===== src/hdl/cie_cfg.svh =====
`ifndef CIE_CFG_SVH
`define CIE_CFG_SVH
`define CIE_OFS_CTRL 16'h0000
`define CIE_OFS_EOI 16'h0010
`define CIE_OFS_BPR 16'h0008
`define CIE_OFS_ABPR 16'h001c
`define CIE_OFS_APR 16'h00d0
`define CIE_OFS_DIR 16'h1000
`define CIE_BIT_G0EN 0
`define CIE_BIT_G1EN 1
`define CIE_BIT_FIQ 3
`define CIE_BIT_COMMON_BINARY_POINT_SEL 4
`define CIE_BIT_SPLIT_EOI_MODE 9
`define CIE_BIT_SPLIT_EOI_MODE_NS 10
`define CIE_BPR_MAX 3'h7
`define CIE_BPR_RST 3'h2
`define CIE_ABPR_RST 3'h3
`define CIE_ID_SPEC_LO 24'h0003fc
`define CIE_ID_SPEC_HI 24'h0003ff
`define CIE_APR_W 32
`endif


===== src/hdl/cie_pkg.sv =====
package cie_pkg;
  typedef logic [23:0] cie_id_t;
  typedef logic [2:0] cie_bp_t;
  typedef enum logic [1:0] {
    CIE_OP_NONE = 2'b00,
    CIE_OP_DROP = 2'b01,
    CIE_OP_DEACT = 2'b10,
    CIE_OP_BOTH = 2'b11
  } cie_op_t;
endpackage


===== src/hdl/cie_cpu_if.sv =====
// Function
// RL1 - common select 0: binary point for group 0, alias for group 1
// RL2 - common select 1: binary point governs both groups
// RL3 - two states, common set: non-secure read gives secure value plus one, saturated
// RL4 - two states, common set: non-secure binary-point writes are discarded
// RL5 - fast-route bit chooses normal or fast line for group 0
// RL6 - group 1 always signals on the normal line
// RL7 - two states may force fast-route to read one, writes ignored
// RL8 - group 1 enable gates group 1 signalling
// RL9 - group 0 enable gates group 0 signalling
// RL10 - control bits reset to zero, bit 2 reads zero
// RL11 - control register read-write at offset zero, any security
// RL12 - write-only deactivate register at 0x1000 deactivates named interrupt in split mode
// RL13 - identifier occupies bits 23..0, ids 1020..1023 special
// RL14 - without affinity routing bits 23..13 zero, 12..10 source cpu
// RL15 - deactivate acts only when governing mode bit is one
// RL16 - deactivate ignored when governing mode bit is zero
// RL17 - deactivate without drop leaves active-priority bit set
// RL18 - end-of-interrupt at 0x0010 drops priority, deactivates when mode zero
// RL19 - secure writes service group 0; single state both do
// RL20 - processor writes end-of-interrupt for every valid acknowledged id
// RL21 - processor ends nested interrupts in reverse acknowledge order
// RL22 - end-of-interrupt writes with ids 1020..1023 ignored
// RL23 - wrong-group end-of-interrupt writes ignored
// RL24 - mode one: end drops only, deactivate register deactivates; modes reset zero
// RL25 - one active-priority tracking set per security state
`timescale 1ns/100ps
`default_nettype none
`include "cie_cfg.svh"
module cie_cpu_if #(
  parameter bit TWO_STATES = 1'b1,
  parameter bit FIQ_RAO = 1'b0
) (
  input wire logic clk,
  input wire logic rst_b,
  input wire logic reg_wr,
  input wire logic reg_rd,
  input wire logic reg_secure,
  input wire logic [15:0] reg_addr,
  input wire logic [31:0] reg_wdata,
  output logic [31:0] reg_rdata,
  input wire logic ack_valid,
  input wire logic ack_secure,
  input wire logic [4:0] ack_prio_idx,
  input wire logic g0_pend,
  input wire logic g1_pend,
  input wire logic [2:0] pend_prio_grp,
  output logic irq_out,
  output logic fiq_out,
  output cie_pkg::cie_bp_t g0_bp,
  output cie_pkg::cie_bp_t g1_bp,
  output logic drop_valid,
  output logic drop_secure,
  output logic deact_valid,
  output cie_pkg::cie_id_t deact_id,
  output logic apr_reset_valid
);
  import cie_pkg::*;

  function automatic logic is_special(input cie_id_t id);
    is_special = (id >= `CIE_ID_SPEC_LO) && (id <= `CIE_ID_SPEC_HI);
  endfunction

  function automatic logic [`CIE_APR_W-1:0] clr_top(input logic [`CIE_APR_W-1:0] v);
    logic [`CIE_APR_W-1:0] r;
    logic done;
    r = v;
    done = 1'b0;
    for (int i = 0; i < `CIE_APR_W; i++) begin
      if (!done && v[i]) begin
        r[i] = 1'b0;
        done = 1'b1;
      end
    end
    clr_top = r;
  endfunction

  logic g0en_q, g1en_q, fiq_q, common_binary_point_sel_q, eoim_s_q, eoim_ns_q;
  logic [2:0] bpr_q, abpr_q;
  logic [`CIE_APR_W-1:0] apr_s_q, apr_ns_q;
  logic drop_q, drop_sec_q, deact_q, aprr_q;
  cie_id_t deact_id_q;

  wire sel_ctrl = reg_addr == `CIE_OFS_CTRL;
  wire sel_eoi = reg_addr == `CIE_OFS_EOI;
  wire sel_dir = reg_addr == `CIE_OFS_DIR;
  wire sel_bpr = reg_addr == `CIE_OFS_BPR;
  wire sel_abpr = reg_addr == `CIE_OFS_ABPR;
  wire sel_apr = reg_addr == `CIE_OFS_APR;
  wire ns_acc = TWO_STATES && !reg_secure;
  // secure side sees its own mode bit; single state too
  wire fiq_eff = (TWO_STATES && FIQ_RAO) | fiq_q; // RL7
  wire eoim_gov = ns_acc ? eoim_ns_q : eoim_s_q; // RL15
  wire cie_id_t wid = reg_wdata[23:0]; // RL13 RL14
  wire [2:0] bpr_inc = (bpr_q == `CIE_BPR_MAX) ? `CIE_BPR_MAX : bpr_q + 3'h1;
  // group of the eoi: secure or single-state writes service group 0
  wire eoi_g0 = !ns_acc; // RL19
  // no active in the writer's own state while the other state holds one means a wrong-group write (non-secure only with eoim_s_q set)
  wire wrong_grp = eoi_g0 ? (apr_s_q == '0 && apr_ns_q != '0)
                          : (eoim_s_q && apr_ns_q == '0 && apr_s_q != '0); // RL23
  wire ctrl_wr = reg_wr && sel_ctrl; // RL11
  wire eoi_ok = reg_wr && sel_eoi && !is_special(wid) && !wrong_grp; // RL22 RL23
  wire dir_ok = reg_wr && sel_dir && eoim_gov; // RL12 RL15 RL16
  wire eoi_bad = reg_wr && sel_eoi && !is_special(wid) && wrong_grp;
  wire bpr_wr_ok = reg_wr && sel_bpr && !(ns_acc && common_binary_point_sel_q); // RL4

  always_ff @(posedge clk) begin
    if (!rst_b) begin
      g0en_q <= 1'b0; // RL10
      g1en_q <= 1'b0;
      fiq_q <= 1'b0;
      common_binary_point_sel_q <= 1'b0;
      eoim_s_q <= 1'b0; // RL24
      eoim_ns_q <= 1'b0;
      bpr_q <= `CIE_BPR_RST;
      abpr_q <= `CIE_ABPR_RST;
    end else begin
      if (ctrl_wr && ns_acc) begin
        g1en_q <= reg_wdata[0];
        fiq_q <= fiq_q;
        eoim_ns_q <= reg_wdata[`CIE_BIT_SPLIT_EOI_MODE];
      end else if (ctrl_wr) begin
        g0en_q <= reg_wdata[`CIE_BIT_G0EN];
        g1en_q <= reg_wdata[`CIE_BIT_G1EN];
        fiq_q <= reg_wdata[`CIE_BIT_FIQ] & ~FIQ_RAO; // RL7
        common_binary_point_sel_q <= reg_wdata[`CIE_BIT_COMMON_BINARY_POINT_SEL];
        eoim_s_q <= reg_wdata[`CIE_BIT_SPLIT_EOI_MODE];
        eoim_ns_q <= TWO_STATES ? reg_wdata[`CIE_BIT_SPLIT_EOI_MODE_NS] : reg_wdata[`CIE_BIT_SPLIT_EOI_MODE];
      end
      if (bpr_wr_ok && !ns_acc) bpr_q <= reg_wdata[2:0];
      if ((bpr_wr_ok && ns_acc) || (reg_wr && sel_abpr)) abpr_q <= reg_wdata[2:0];
    end
  end

  // active priorities: set by acknowledge, cleared by drop; set wins on the same bit
  logic [`CIE_APR_W-1:0] ack_bit;
  assign ack_bit = `CIE_APR_W'(1) << ack_prio_idx;
  // wrong-group end only flags the error: the writer's own state holds no active to reset
  wire drop_s = eoi_ok && eoi_g0; // RL23
  wire drop_ns = eoi_ok && !eoi_g0;
  wire set_s = ack_valid && (ack_secure || !TWO_STATES);
  wire set_ns = ack_valid && !(ack_secure || !TWO_STATES);

  always_ff @(posedge clk) begin
    if (!rst_b) begin
      apr_s_q <= '0; // RL25
      apr_ns_q <= '0;
    end else begin
      apr_s_q <= (drop_s ? clr_top(apr_s_q) : apr_s_q) | (set_s ? ack_bit : '0);
      apr_ns_q <= (drop_ns ? clr_top(apr_ns_q) : apr_ns_q) | (set_ns ? ack_bit : '0);
    end
  end

  // deactivate alone never touches the active priorities
  always_ff @(posedge clk) begin
    if (!rst_b) begin
      drop_q <= 1'b0;
      drop_sec_q <= 1'b0;
      deact_q <= 1'b0;
      deact_id_q <= '0;
      aprr_q <= 1'b0;
    end else begin
      drop_q <= eoi_ok; // RL18
      drop_sec_q <= eoi_g0;
      deact_q <= (eoi_ok && !eoim_gov) || dir_ok; // RL17 RL18 RL24
      deact_id_q <= (eoi_ok || dir_ok) ? wid : deact_id_q;
      aprr_q <= eoi_bad;
    end
  end
  assign drop_valid = drop_q;
  assign drop_secure = drop_sec_q;
  assign deact_valid = deact_q;
  assign deact_id = deact_id_q;
  assign apr_reset_valid = aprr_q;

  // group selection of binary points for preemption
  assign g0_bp = bpr_q; // RL1
  assign g1_bp = common_binary_point_sel_q ? bpr_q : abpr_q; // RL1 RL2

  // pend_prio_grp[0]=group0 pending above running, [1]=group1
  wire g0_sig = g0_pend && pend_prio_grp[0] && g0en_q; // RL9
  wire g1_sig = g1_pend && pend_prio_grp[1] && g1en_q; // RL8
  assign fiq_out = g0_sig && fiq_eff; // RL5
  assign irq_out = (g0_sig && !fiq_eff) || g1_sig; // RL5 RL6

  logic [31:0] ctrl_rd;
  always_comb begin
    ctrl_rd = '0; // RL10
    if (ns_acc) begin
      ctrl_rd[0] = g1en_q;
      ctrl_rd[`CIE_BIT_SPLIT_EOI_MODE] = eoim_ns_q;
    end else begin
      ctrl_rd[`CIE_BIT_G0EN] = g0en_q;
      ctrl_rd[`CIE_BIT_G1EN] = g1en_q;
      ctrl_rd[`CIE_BIT_FIQ] = fiq_eff;
      ctrl_rd[`CIE_BIT_COMMON_BINARY_POINT_SEL] = common_binary_point_sel_q;
      ctrl_rd[`CIE_BIT_SPLIT_EOI_MODE] = eoim_s_q;
      ctrl_rd[`CIE_BIT_SPLIT_EOI_MODE_NS] = TWO_STATES ? eoim_ns_q : 1'b0;
    end
  end

  wire [2:0] bpr_view = ns_acc ? (common_binary_point_sel_q ? bpr_inc : abpr_q) : bpr_q; // RL3
  wire [31:0] rd_mux = sel_ctrl ? ctrl_rd :
                       sel_bpr ? {29'h0, bpr_view} :
                       sel_abpr ? {29'h0, abpr_q} :
                       sel_apr ? (ns_acc ? apr_ns_q : apr_s_q) : 32'h0;

  always_ff @(posedge clk) begin
    if (!rst_b) reg_rdata <= '0;
    else if (reg_rd) reg_rdata <= rd_mux;
  end

  chk_ctrl_reset_zero: assert property (@(posedge clk) // RL10
    $rose(rst_b) |-> !g0en_q && !g1en_q && !common_binary_point_sel_q && !eoim_s_q)
    else $error("control bits not zero after reset");
  chk_g1_never_fiq: assert property (@(posedge clk) disable iff (!rst_b) // RL6
    (g1_sig && !g0_sig) |-> irq_out && !fiq_out)
    else $error("group 1 left the normal line");
  chk_fiq_route: assert property (@(posedge clk) disable iff (!rst_b) // RL5
    g0_sig |-> (fiq_out == fiq_eff))
    else $error("group 0 routed wrong");
  chk_g0_gate: assert property (@(posedge clk) disable iff (!rst_b) // RL9
    (!g0en_q && !g1_sig) |-> !irq_out && !fiq_out)
    else $error("group 0 signalled while disabled");
  chk_special_ignored: assert property (@(posedge clk) disable iff (!rst_b) // RL22
    (reg_wr && sel_eoi && is_special(wid)) |=> !drop_valid && !deact_valid)
    else $error("special id acted on");
  chk_dir_gated: assert property (@(posedge clk) disable iff (!rst_b) // RL16
    (reg_wr && sel_dir && !eoim_gov && !(reg_wr && sel_eoi)) |=> !deact_valid)
    else $error("deactivate taken in combined mode");
  chk_ns_bpr_kept: assert property (@(posedge clk) disable iff (!rst_b) // RL4
    (reg_wr && sel_bpr && ns_acc && common_binary_point_sel_q) |=> $stable(bpr_q))
    else $error("non-secure binary point write took effect");
  chk_eoi_split: assert property (@(posedge clk) disable iff (!rst_b) // RL18
    (eoi_ok && eoim_gov) |=> drop_valid && !deact_valid)
    else $error("split-mode end deactivated");
  chk_g1_bp_sel: assert property (@(posedge clk) disable iff (!rst_b) // RL2
    common_binary_point_sel_q |-> g1_bp == bpr_q)
    else $error("group 1 binary point not common");
  chk_bpr_write_lands: assert property (@(posedge clk) disable iff (!rst_b) // RL1
    (reg_wr && sel_bpr && !ns_acc) |=> bpr_q == $past(reg_wdata[2:0]))
    else $error("secure binary point write lost");
  chk_ns_bpr_alias: assert property (@(posedge clk) disable iff (!rst_b) // RL1
    (reg_wr && sel_bpr && ns_acc && !common_binary_point_sel_q) |=> abpr_q == $past(reg_wdata[2:0]))
    else $error("non-secure binary point write missed the alias");
  chk_ns_bpr_view: assert property (@(posedge clk) disable iff (!rst_b) // RL3
    (reg_rd && sel_bpr && ns_acc && common_binary_point_sel_q) |=>
      reg_rdata[2:0] == (&$past(bpr_q) ? `CIE_BPR_MAX : $past(bpr_q) + 3'h1))
    else $error("non-secure binary point view not incremented");
  chk_bpr_high_zero: assert property (@(posedge clk) disable iff (!rst_b) // RL3
    (reg_rd && sel_bpr) |=> reg_rdata[31:3] == 29'h0)
    else $error("binary point read upper bits not zero");
  chk_ns_ctrl_kept: assert property (@(posedge clk) disable iff (!rst_b) // RL11
    (ctrl_wr && ns_acc) |=> $stable(fiq_q) && $stable(g0en_q) && $stable(common_binary_point_sel_q))
    else $error("non-secure control write touched secure bits");
  chk_g1_gate: assert property (@(posedge clk) disable iff (!rst_b) // RL8
    (!g1en_q && !g0_sig) |-> !irq_out && !fiq_out)
    else $error("group 1 signalled while disabled");
  chk_g1_on_irq: assert property (@(posedge clk) disable iff (!rst_b) // RL6
    g1_sig |-> irq_out)
    else $error("group 1 not on the normal line");
  chk_fiq_g0_only: assert property (@(posedge clk) disable iff (!rst_b) // RL5
    fiq_out |-> g0_sig)
    else $error("fast line raised without group 0");
  chk_ctrl_rd_rsvd: assert property (@(posedge clk) disable iff (!rst_b) // RL10
    (reg_rd && sel_ctrl) |=> reg_rdata[2] == 1'b0 && reg_rdata[31:11] == 21'h0)
    else $error("control read reserved bits not zero");
  chk_ctrl_wr_lands: assert property (@(posedge clk) disable iff (!rst_b) // RL11
    (ctrl_wr && !ns_acc) |=> g0en_q == $past(reg_wdata[`CIE_BIT_G0EN]) &&
      common_binary_point_sel_q == $past(reg_wdata[`CIE_BIT_COMMON_BINARY_POINT_SEL]))
    else $error("secure control write lost");
  chk_ctrl_readback: assert property (@(posedge clk) disable iff (!rst_b) // RL11
    (reg_rd && sel_ctrl && !ns_acc) |=> reg_rdata[`CIE_BIT_G1EN] == $past(g1en_q))
    else $error("control read back wrong");
  chk_dir_acts: assert property (@(posedge clk) disable iff (!rst_b) // RL12
    (reg_wr && sel_dir && eoim_gov) |=> deact_valid && deact_id == $past(wid))
    else $error("deactivate write not carried out");
  chk_eoi_id: assert property (@(posedge clk) disable iff (!rst_b) // RL13
    eoi_ok |=> deact_id == $past(wid))
    else $error("end identifier not carried");
  chk_sgi_src_kept: assert property (@(posedge clk) disable iff (!rst_b) // RL14
    (reg_wr && sel_dir && eoim_gov) |=> deact_id[12:10] == $past(reg_wdata[12:10]))
    else $error("source cpu field lost");
  chk_dir_apr_kept: assert property (@(posedge clk) disable iff (!rst_b) // RL17
    (reg_wr && sel_dir && !ack_valid) |=> $stable(apr_s_q) && $stable(apr_ns_q))
    else $error("deactivate changed active priorities");
  chk_eoi_combined: assert property (@(posedge clk) disable iff (!rst_b) // RL18
    (eoi_ok && !eoim_gov) |=> drop_valid && deact_valid)
    else $error("combined-mode end did not deactivate");
  chk_eoi_group: assert property (@(posedge clk) disable iff (!rst_b) // RL19
    eoi_ok |=> drop_secure == (!TWO_STATES || $past(reg_secure)))
    else $error("end serviced the wrong group");
  chk_wrong_grp_kept: assert property (@(posedge clk) disable iff (!rst_b) // RL23
    eoi_bad |=> !drop_valid && !deact_valid && apr_reset_valid)
    else $error("wrong-group end acted on");
  chk_wrong_grp_apr: assert property (@(posedge clk) disable iff (!rst_b) // RL23
    (eoi_bad && !ack_valid) |=> $stable(apr_s_q) && $stable(apr_ns_q))
    else $error("wrong-group end changed active priorities");
  chk_apr_drop: assert property (@(posedge clk) disable iff (!rst_b) // RL25
    (drop_s && !set_s) |=>
      apr_s_q == ($past(apr_s_q) & ($past(apr_s_q) - `CIE_APR_W'(1))))
    else $error("drop did not clear the highest active");
  chk_ack_sets: assert property (@(posedge clk) disable iff (!rst_b) // RL25
    set_s |=> apr_s_q[$past(ack_prio_idx)])
    else $error("acknowledge did not mark active");
  chk_special_no_apr: assert property (@(posedge clk) disable iff (!rst_b) // RL22
    (reg_wr && sel_eoi && is_special(wid) && !ack_valid) |=>
      $stable(apr_s_q) && $stable(apr_ns_q))
    else $error("special id changed active priorities");
  chk_mode_reset: assert property (@(posedge clk) // RL24
    $rose(rst_b) |-> !eoim_ns_q && !fiq_q && apr_s_q == '0 && apr_ns_q == '0)
    else $error("mode or active bits not zero after reset");
  chk_rdata_hold: assert property (@(posedge clk) disable iff (!rst_b) // RL11
    !reg_rd |=> $stable(reg_rdata))
    else $error("read data changed without a read");
endmodule
`default_nettype wire


===== config.mk =====
export PLATFORM = sky130hd
export DESIGN_NAME = cie_cpu_if
export DESIGN_NICKNAME = d
export VERILOG_FILES = /design/src/hdl/cie_pkg.sv /design/src/hdl/cie_cpu_if.sv
export VERILOG_INCLUDE_DIRS = /design/src /design/src/hdl
export SDC_FILE = /design/constraint.sdc
export NUM_CORES = 1
export LEC_CHECK = 0
export BUFFER_PORTS_ARGS = -buffer_cell sky130_fd_sc_hd__buf_4
export CAP_MARGIN = 10
export CELL_PAD_IN_SITES_DETAIL_PLACEMENT = 2
export CELL_PAD_IN_SITES_GLOBAL_PLACEMENT = 2
export CORE_UTILIZATION = 32
export CTS_CLUSTER_SIZE = 25
export DETAILED_ROUTE_END_ITERATION = 16
export HOLD_SLACK_MARGIN = 0.12
export PLACE_DENSITY = 0.75
export SYNTH_ARGS = -nofsm -noshare
export SYNTH_HDL_FRONTEND = slang
export SYNTH_SLANG_ARGS = --single-unit

===== constraint.sdc =====
create_clock -name clk -period 3.6 [get_ports clk]
set_clock_uncertainty 0.1 [all_clocks]
set_input_delay 1.08 -clock clk [delete_from_list [all_inputs] [get_ports clk]]
set_output_delay 1.08 -clock clk [all_outputs]
set_load 0.01 [all_outputs]

==> Word level (Yosys, flattened, before mapping) <==
Index checks and enable logic that the tools add are counted.
{ "totals": {"in_bits": 65, "out_inout_bits": 68, "ff_bits": 136} }
{ "classes": {"n_eq_ne": 6, "muxes": 272, "addsub": 1, "magnitude_cmp": 2, "n_bitwise": 3, "reduce_logical": 171, "n_shift": 1} }
{ "op_table": {"columns": ["operator", "n"], "rows": [
  ["$mux 32", 9],
  ["$mux 1", 258],
  ["$logic_and 1x1->1", 91],
  ["$logic_not 1->1", 69],
  ["$logic_not 32->1", 2],
  ["$or 32x32->32", 2],
  ["$reduce_bool 32->1", 2],
  ["$eq 16x5->1 const B", 2],
  ["$shl 1x5->32 const A", 1],
  ["$ge 24x10->1 const B", 1],
  ["$le 24x10->1 const B", 1],
  ["$eq 16x13->1 const B", 1],
  ["$eq 16x4->1 const B", 1],
  ["$eq 16x8->1 const B", 1],
  ["$logic_not 16->1", 1],
  ["$mux 3", 4],
  ["$logic_or 1x1->1", 4],
  ["$add 3x1->3 const B", 1],
  ["$eq 3x3->1 const B", 1],
  ["$mux 2", 1],
  ["$reduce_and 2->1", 1],
  ["$reduce_bool 2->1", 1],
  ["$not 1->1", 1]
]} }

==> Depth between registers and ports, before layout <==
{ "depth": {"ltp_word": 128, "depth_mapped": 10} }

==> Worst setup path after synthesis <==
OpenSTA, ideal clock, no wires.
{ "synth_timing": {"path_type": "input-to-reg", "start": "in reg_addr[10]", "end": "reg deact_id_q[10] (netlist: deact_id[10])", "setup_ns": 0.134, "slack_ns": 0.494, "path_stages": 9, "arrival_time_ns": 2.873, "cell_sequence": "nor4_4 > nand3b_1 > or4_4 > buf_6 > and2_4 > buf_6 > buf_6 > a31oi_1 > o211ai_1"} }
{ "synth_via": {"elab_chain_cells": 5} }
{ "synth_rtl": {"columns": ["element", "line_no", "source"], "rows": [
  ["start, declared", "cie_cpu_if.sv:39", "input wire logic [15:0] reg_addr,"],
  ["$eq 16x5->1 (no line)", null, null],
  ["$logic_and 1x1->1 (3 in a row)", "cie_cpu_if.sv:102", "wire eoi_ok = reg_wr && sel_eoi && !is_special(wid) && !wrong_grp;"],
  ["$logic_or 1x1->1 (*)", "cie_cpu_if.sv:166", "deact_id_q <= (eoi_ok || dir_ok) ? wid : deact_id_q;"],
  ["end signal, assigned", "cie_cpu_if.sv:166", null],
  ["end, declared", "cie_cpu_if.sv:82", "cie_id_t deact_id_q;"]
]} }
Mark *: on every way between the ends. The rest lies on a longest branch, timed or not.
A chain may end at the register's enable or synchronous reset.

==> Worst setup path in the final report <==
{ "layout_timing": {"start": "in reg_addr[9]", "end": "reg apr_ns_q[14]"} }
{ "layout_via": {"elab_chain_cells": 7} }
{ "layout_rtl": {"columns": ["element", "line_no", "source"], "rows": [
  ["$eq 16x5->1 (no line)", null, null],
  ["$logic_and 1x1->1 (3 in a row)", "cie_cpu_if.sv:102", null],
  ["$logic_and 1x1->1", "cie_cpu_if.sv:140", "wire drop_ns = eoi_ok && !eoi_g0;"],
  ["$mux 32", "cie_cpu_if.sv:150", "apr_ns_q <= (drop_ns ? clr_top(apr_ns_q) : apr_ns_q) | (set_ns ? ack_bit : '0);"],
  ["$or 32x32->32", "cie_cpu_if.sv:150", null],
  ["end signal, assigned", "cie_cpu_if.sv:150", null],
  ["end, declared", "cie_cpu_if.sv:80", "logic [`CIE_APR_W-1:0] apr_s_q, apr_ns_q;"]
]} }
No other way between the ends.

==> metrics list <==
- The count of buffers added on input and output ports is 123.
- Once the floorplan was initialized, standard cells occupied 32.70% of the core.
- Traced cell by cell, the critical path runs through buf_4, nor4_2, nand3_1, a2111oi_1, o311ai_0, buf_4, nor4_1, nor2_1.
* Combinational cell fraction of total power: 8.5%
* Largest net degree at the start of global routing: 54
* Max-Slew Margin vs Limit: 47.38%
* Most Frequent Cell on Critical Path: sky130_fd_sc_hd__buf_4
- Final GP Congestion: 0.8305
- Number of storage elements in the synthesis netlist: 136
- Largest area contributor in the synthesized netlist: sky130_fd_sc_hd__dfxtp_1
- Vias in the first global route: 7,733
* Commonest register cell after synthesis: sky130_fd_sc_hd__dfxtp_1
* Post-detailed-route wirelength per cell: 21.13 um
* First-pass GRT wire length: 42.91 mm
- The cell area that synthesis handed to floorplanning was 0.007158 mm^2.
* Yosys warning total: 0
- Sequential cells were found to cover 38.04% of the synthesized design area.
* Pre-antenna DRT Iters: 4
- Max-cap violations: 0
- Cell at the root of the clock tree: sky130_fd_sc_hd__clkbuf_16
- Outcome: completed
- The number of hold-slack violations in the final timing report came to 0.
* Share of total power in sequential cells: 41.3%
- In the finished design, the share of the clock period the worst path needs comes to 86.43%.
- Count of unique library cells instantiated by Yosys: 71
- Internal power comes to 2726 uW.
* Leakage power figure: 0.003356 uW
- On the final layout, the worst hold slack is 374.6 ps.
- Layout net count: 1,070
* Die Footprint: 0.02297 mm^2
* Clock Path Buffers: 2
* Clock-pin slew on the worst setup and hold paths: 60 ps
- Die height: 151.6 um
- Final slew viol count: 0
- RSZ-0062 raised after global routing: no
- DRC violation count after routing: 0
- Initial antenna violation count: 0
* Cells taking the most area after synthesis: sky130_fd_sc_hd__dfxtp_1 38%, sky130_fd_sc_hd__nand2_1 6.1%, sky130_fd_sc_hd__nor2_1 5.5%, sky130_fd_sc_hd__mux2_2 5.3%, sky130_fd_sc_hd__nand3_1 5.2%
* Max frequency: 321.4 MHz
* Overall power of the completed layout: 3684 uW
- Buffers inserted during post-CTS setup optimization: 0
- Total number of vias: 7,393
- Final Routed Wirelength: 27.41 mm
- PD cells: 406.7 mW/mm^2
- Global-route congestion overflow total: 0
- Net count after synthesis: 958
- The HPWL after detailed placement is 19.69 mm.
- Iteration-0 DRC Markers: 330
- Total clock buffers created by CTS: 17
- In this design, the stage delay of the slowest critical-path cell is 720 ps.
* TritonCTS clock tree: built
* Cell types with the highest counts after synthesis: 136 x sky130_fd_sc_hd__dfxtp_1, 117 x sky130_fd_sc_hd__nand2_1, 104 x sky130_fd_sc_hd__nor2_1
* I/O pin total: 133
* Synthesized area per cell: 8.025 um^2
- Standard cell with the maximum stage delay on the critical path: sky130_fd_sc_hd__a2111oi_1
- Per report_power, the clock group accounts for 50.1% of the total.
* Clock sink count: 136
- Row cnt: 54
* Core area: 0.02189 mm^2
- Top-count cell post-synth: sky130_fd_sc_hd__dfxtp_1
- Setup violations remaining at the end of the flow were counted as 0.
* Die Span X: 151.6 um
- In the final layout, the share of cells above drive strength 1 is 24.29%.
- In this run the remaining antenna-violating nets after routing total 0.
* Switching part of the total power: 26.00%
- The worst setup path is launched from an input pin.
- Crit Path Max Fanout: 4
* Cts repair resizes: 0
* Gate count after technology mapping: 892
- The critical path is of the in2reg type.
- Of all flip-flops after synthesis, the portion carrying an async set or reset was 0%.
* Worst EP required: 3820 ps
- Final worst path period need: 3111 ps
- Of the post-synthesis cell area, the dominant cell type holds 38.04%.
- Counting flops with a built-in enable in the synthesized netlist gives 0.
- The worst-case IR drop observed on VDD is 0.2889 mV.
- Actual slew at the worst max-slew pin: 783.2 ps
- Hold repair after CTS inserted 0 buffers.
* Via/cell ratio: 5.700
- The area growth from synthesis to layout is 26.52%.
* Class of the worst hold path: reg2reg
- CTS built an H-tree with a depth of 4.
- Diodes inserted: 0
* Worst skew pair latency: 440 ps
- For the worst setup path, the data arrival time is 3330 ps.
* Overall Global Routing Usage: 24.48%
- The worst setup path is captured at a flop.
- Switching pwr: 957.6 uW
==> registers in the layout, indices dropped and copies added (netlist names), 3 cells and up <==
name and flops:
deact_id 24, reg_rdata 32, apr_ns_q 32, g0_bp 3, apr_s_q 32, abpr_q 3
==> cell usage in the layout (no fill, tap or decap), types with 6 or more instances in the layout <==
cell type / netlist / routed
sky130_fd_sc_hd__nand4_1: 10 / 10
sky130_fd_sc_hd__buf_4: 1 / 150
sky130_fd_sc_hd__a21oi_1: 35 / 35
sky130_fd_sc_hd__mux2i_1: 10 / 10
sky130_fd_sc_hd__mux2_2: 34 / 34
sky130_fd_sc_hd__nand3_1: 74 / 74
sky130_fd_sc_hd__nor2_1: 104 / 103
sky130_fd_sc_hd__a21boi_0: 30 / 30
sky130_fd_sc_hd__inv_1: 7 / 7
sky130_fd_sc_hd__or4_1: 7 / 7
sky130_fd_sc_hd__dfxtp_1: 136 / 136
sky130_fd_sc_hd__clkbuf_16: 0 / 17
sky130_fd_sc_hd__o22ai_1: 14 / 14
sky130_fd_sc_hd__nor4_1: 24 / 24
sky130_fd_sc_hd__nor3_1: 21 / 21
sky130_fd_sc_hd__nand2_1: 117 / 117
sky130_fd_sc_hd__and2_1: 6 / 6
sky130_fd_sc_hd__a31oi_1: 30 / 30
sky130_fd_sc_hd__o21ai_0: 52 / 52
sky130_fd_sc_hd__nor2b_1: 17 / 17
sky130_fd_sc_hd__o211ai_1: 25 / 25
==> routing by layer <==
metal | share of wire [%] | global-route usage [%]
met5 | 0 | 0
met4 | 2.3 | 9.010
met3 | 3.8 | 4.162
met2 | 51 | 42.92
met1 | 43 | 29.85
==> critical path, delay by kind of cell <==
| family | cells | cell delay, ps |
|---|---|---|
| simple gates | 4 | 900 |
| compound gates | 2 | 1010 |
| buf+inv | 2 | 350 |
==> layout make-up <==
cell class | count | area [um^2]
clock buffers | 18 | 429.2
clock inverters | 14 | 173.9
fillers | 2481 | 12830
inverters | 7 | 26.28
multi-input cells | 688 | 4148
flip-flops and latches | 136 | 2723
well taps | 280 | 350.3
repair buffers | 154 | 1206
==> power groups by stage <==
stage | Sequential (uW) | Clock, uW | Combinational (uW)
global route | 1520 | 1930 | 339
CTS | 1520 | 1870 | 316
finish | 1520 | 1850 | 314
global placement | 1560 | 0 | 307
detailed placement | 1560 | 0 | 314
floorplan | 1550 | 0 | 162
==> per-stage QoR <==
step           area [um^2]  TNS, ps  utilization, %  instances  setup WS, ps
3_3_place_gp          8452   -269.5           38.61       1265        -113.8
3_5_place_dp          8452   -505.5           38.61       1265        -134.6
6_report              9056        0           41.37       1297         488.7
2_1_floorplan         7158        0               -        892         493.7
5_1_grt               9056        0           41.37       1297         272.5
4_1_cts               9055        0           41.36       1297         283.1
==> path summary, 6_finish.rpt <==
path | slack (ps) | start | to | depth (start not counted)
setup / recovery | 490 | reg_addr[9] | apr_ns_q[14] | 8
hold / removal | 370 | reg_rdata[5] | reg_rdata[5] | 2
setup reg to reg | 680 | apr_s_q[28] | apr_s_q[9] | 7
hold reg to reg | 370 | reg_rdata[5] | reg_rdata[5] | 2
==> cells by family (layout without fill, tap and decap cells) <==
logic type	Yosys count	count (layout)	share of synthesized area (%)
AND/OR/NAND/NOR	422	422	29.86
AO/OA/AOI/OAI	220	220	20.64
flip-flops	136	136	38.04
buffers and inverters	68	193	4.230
multiplexers	45	45	7.062
adder cells (fa/ha/maj)	1	1	0.1748
(Power assumes the default switching activity.)
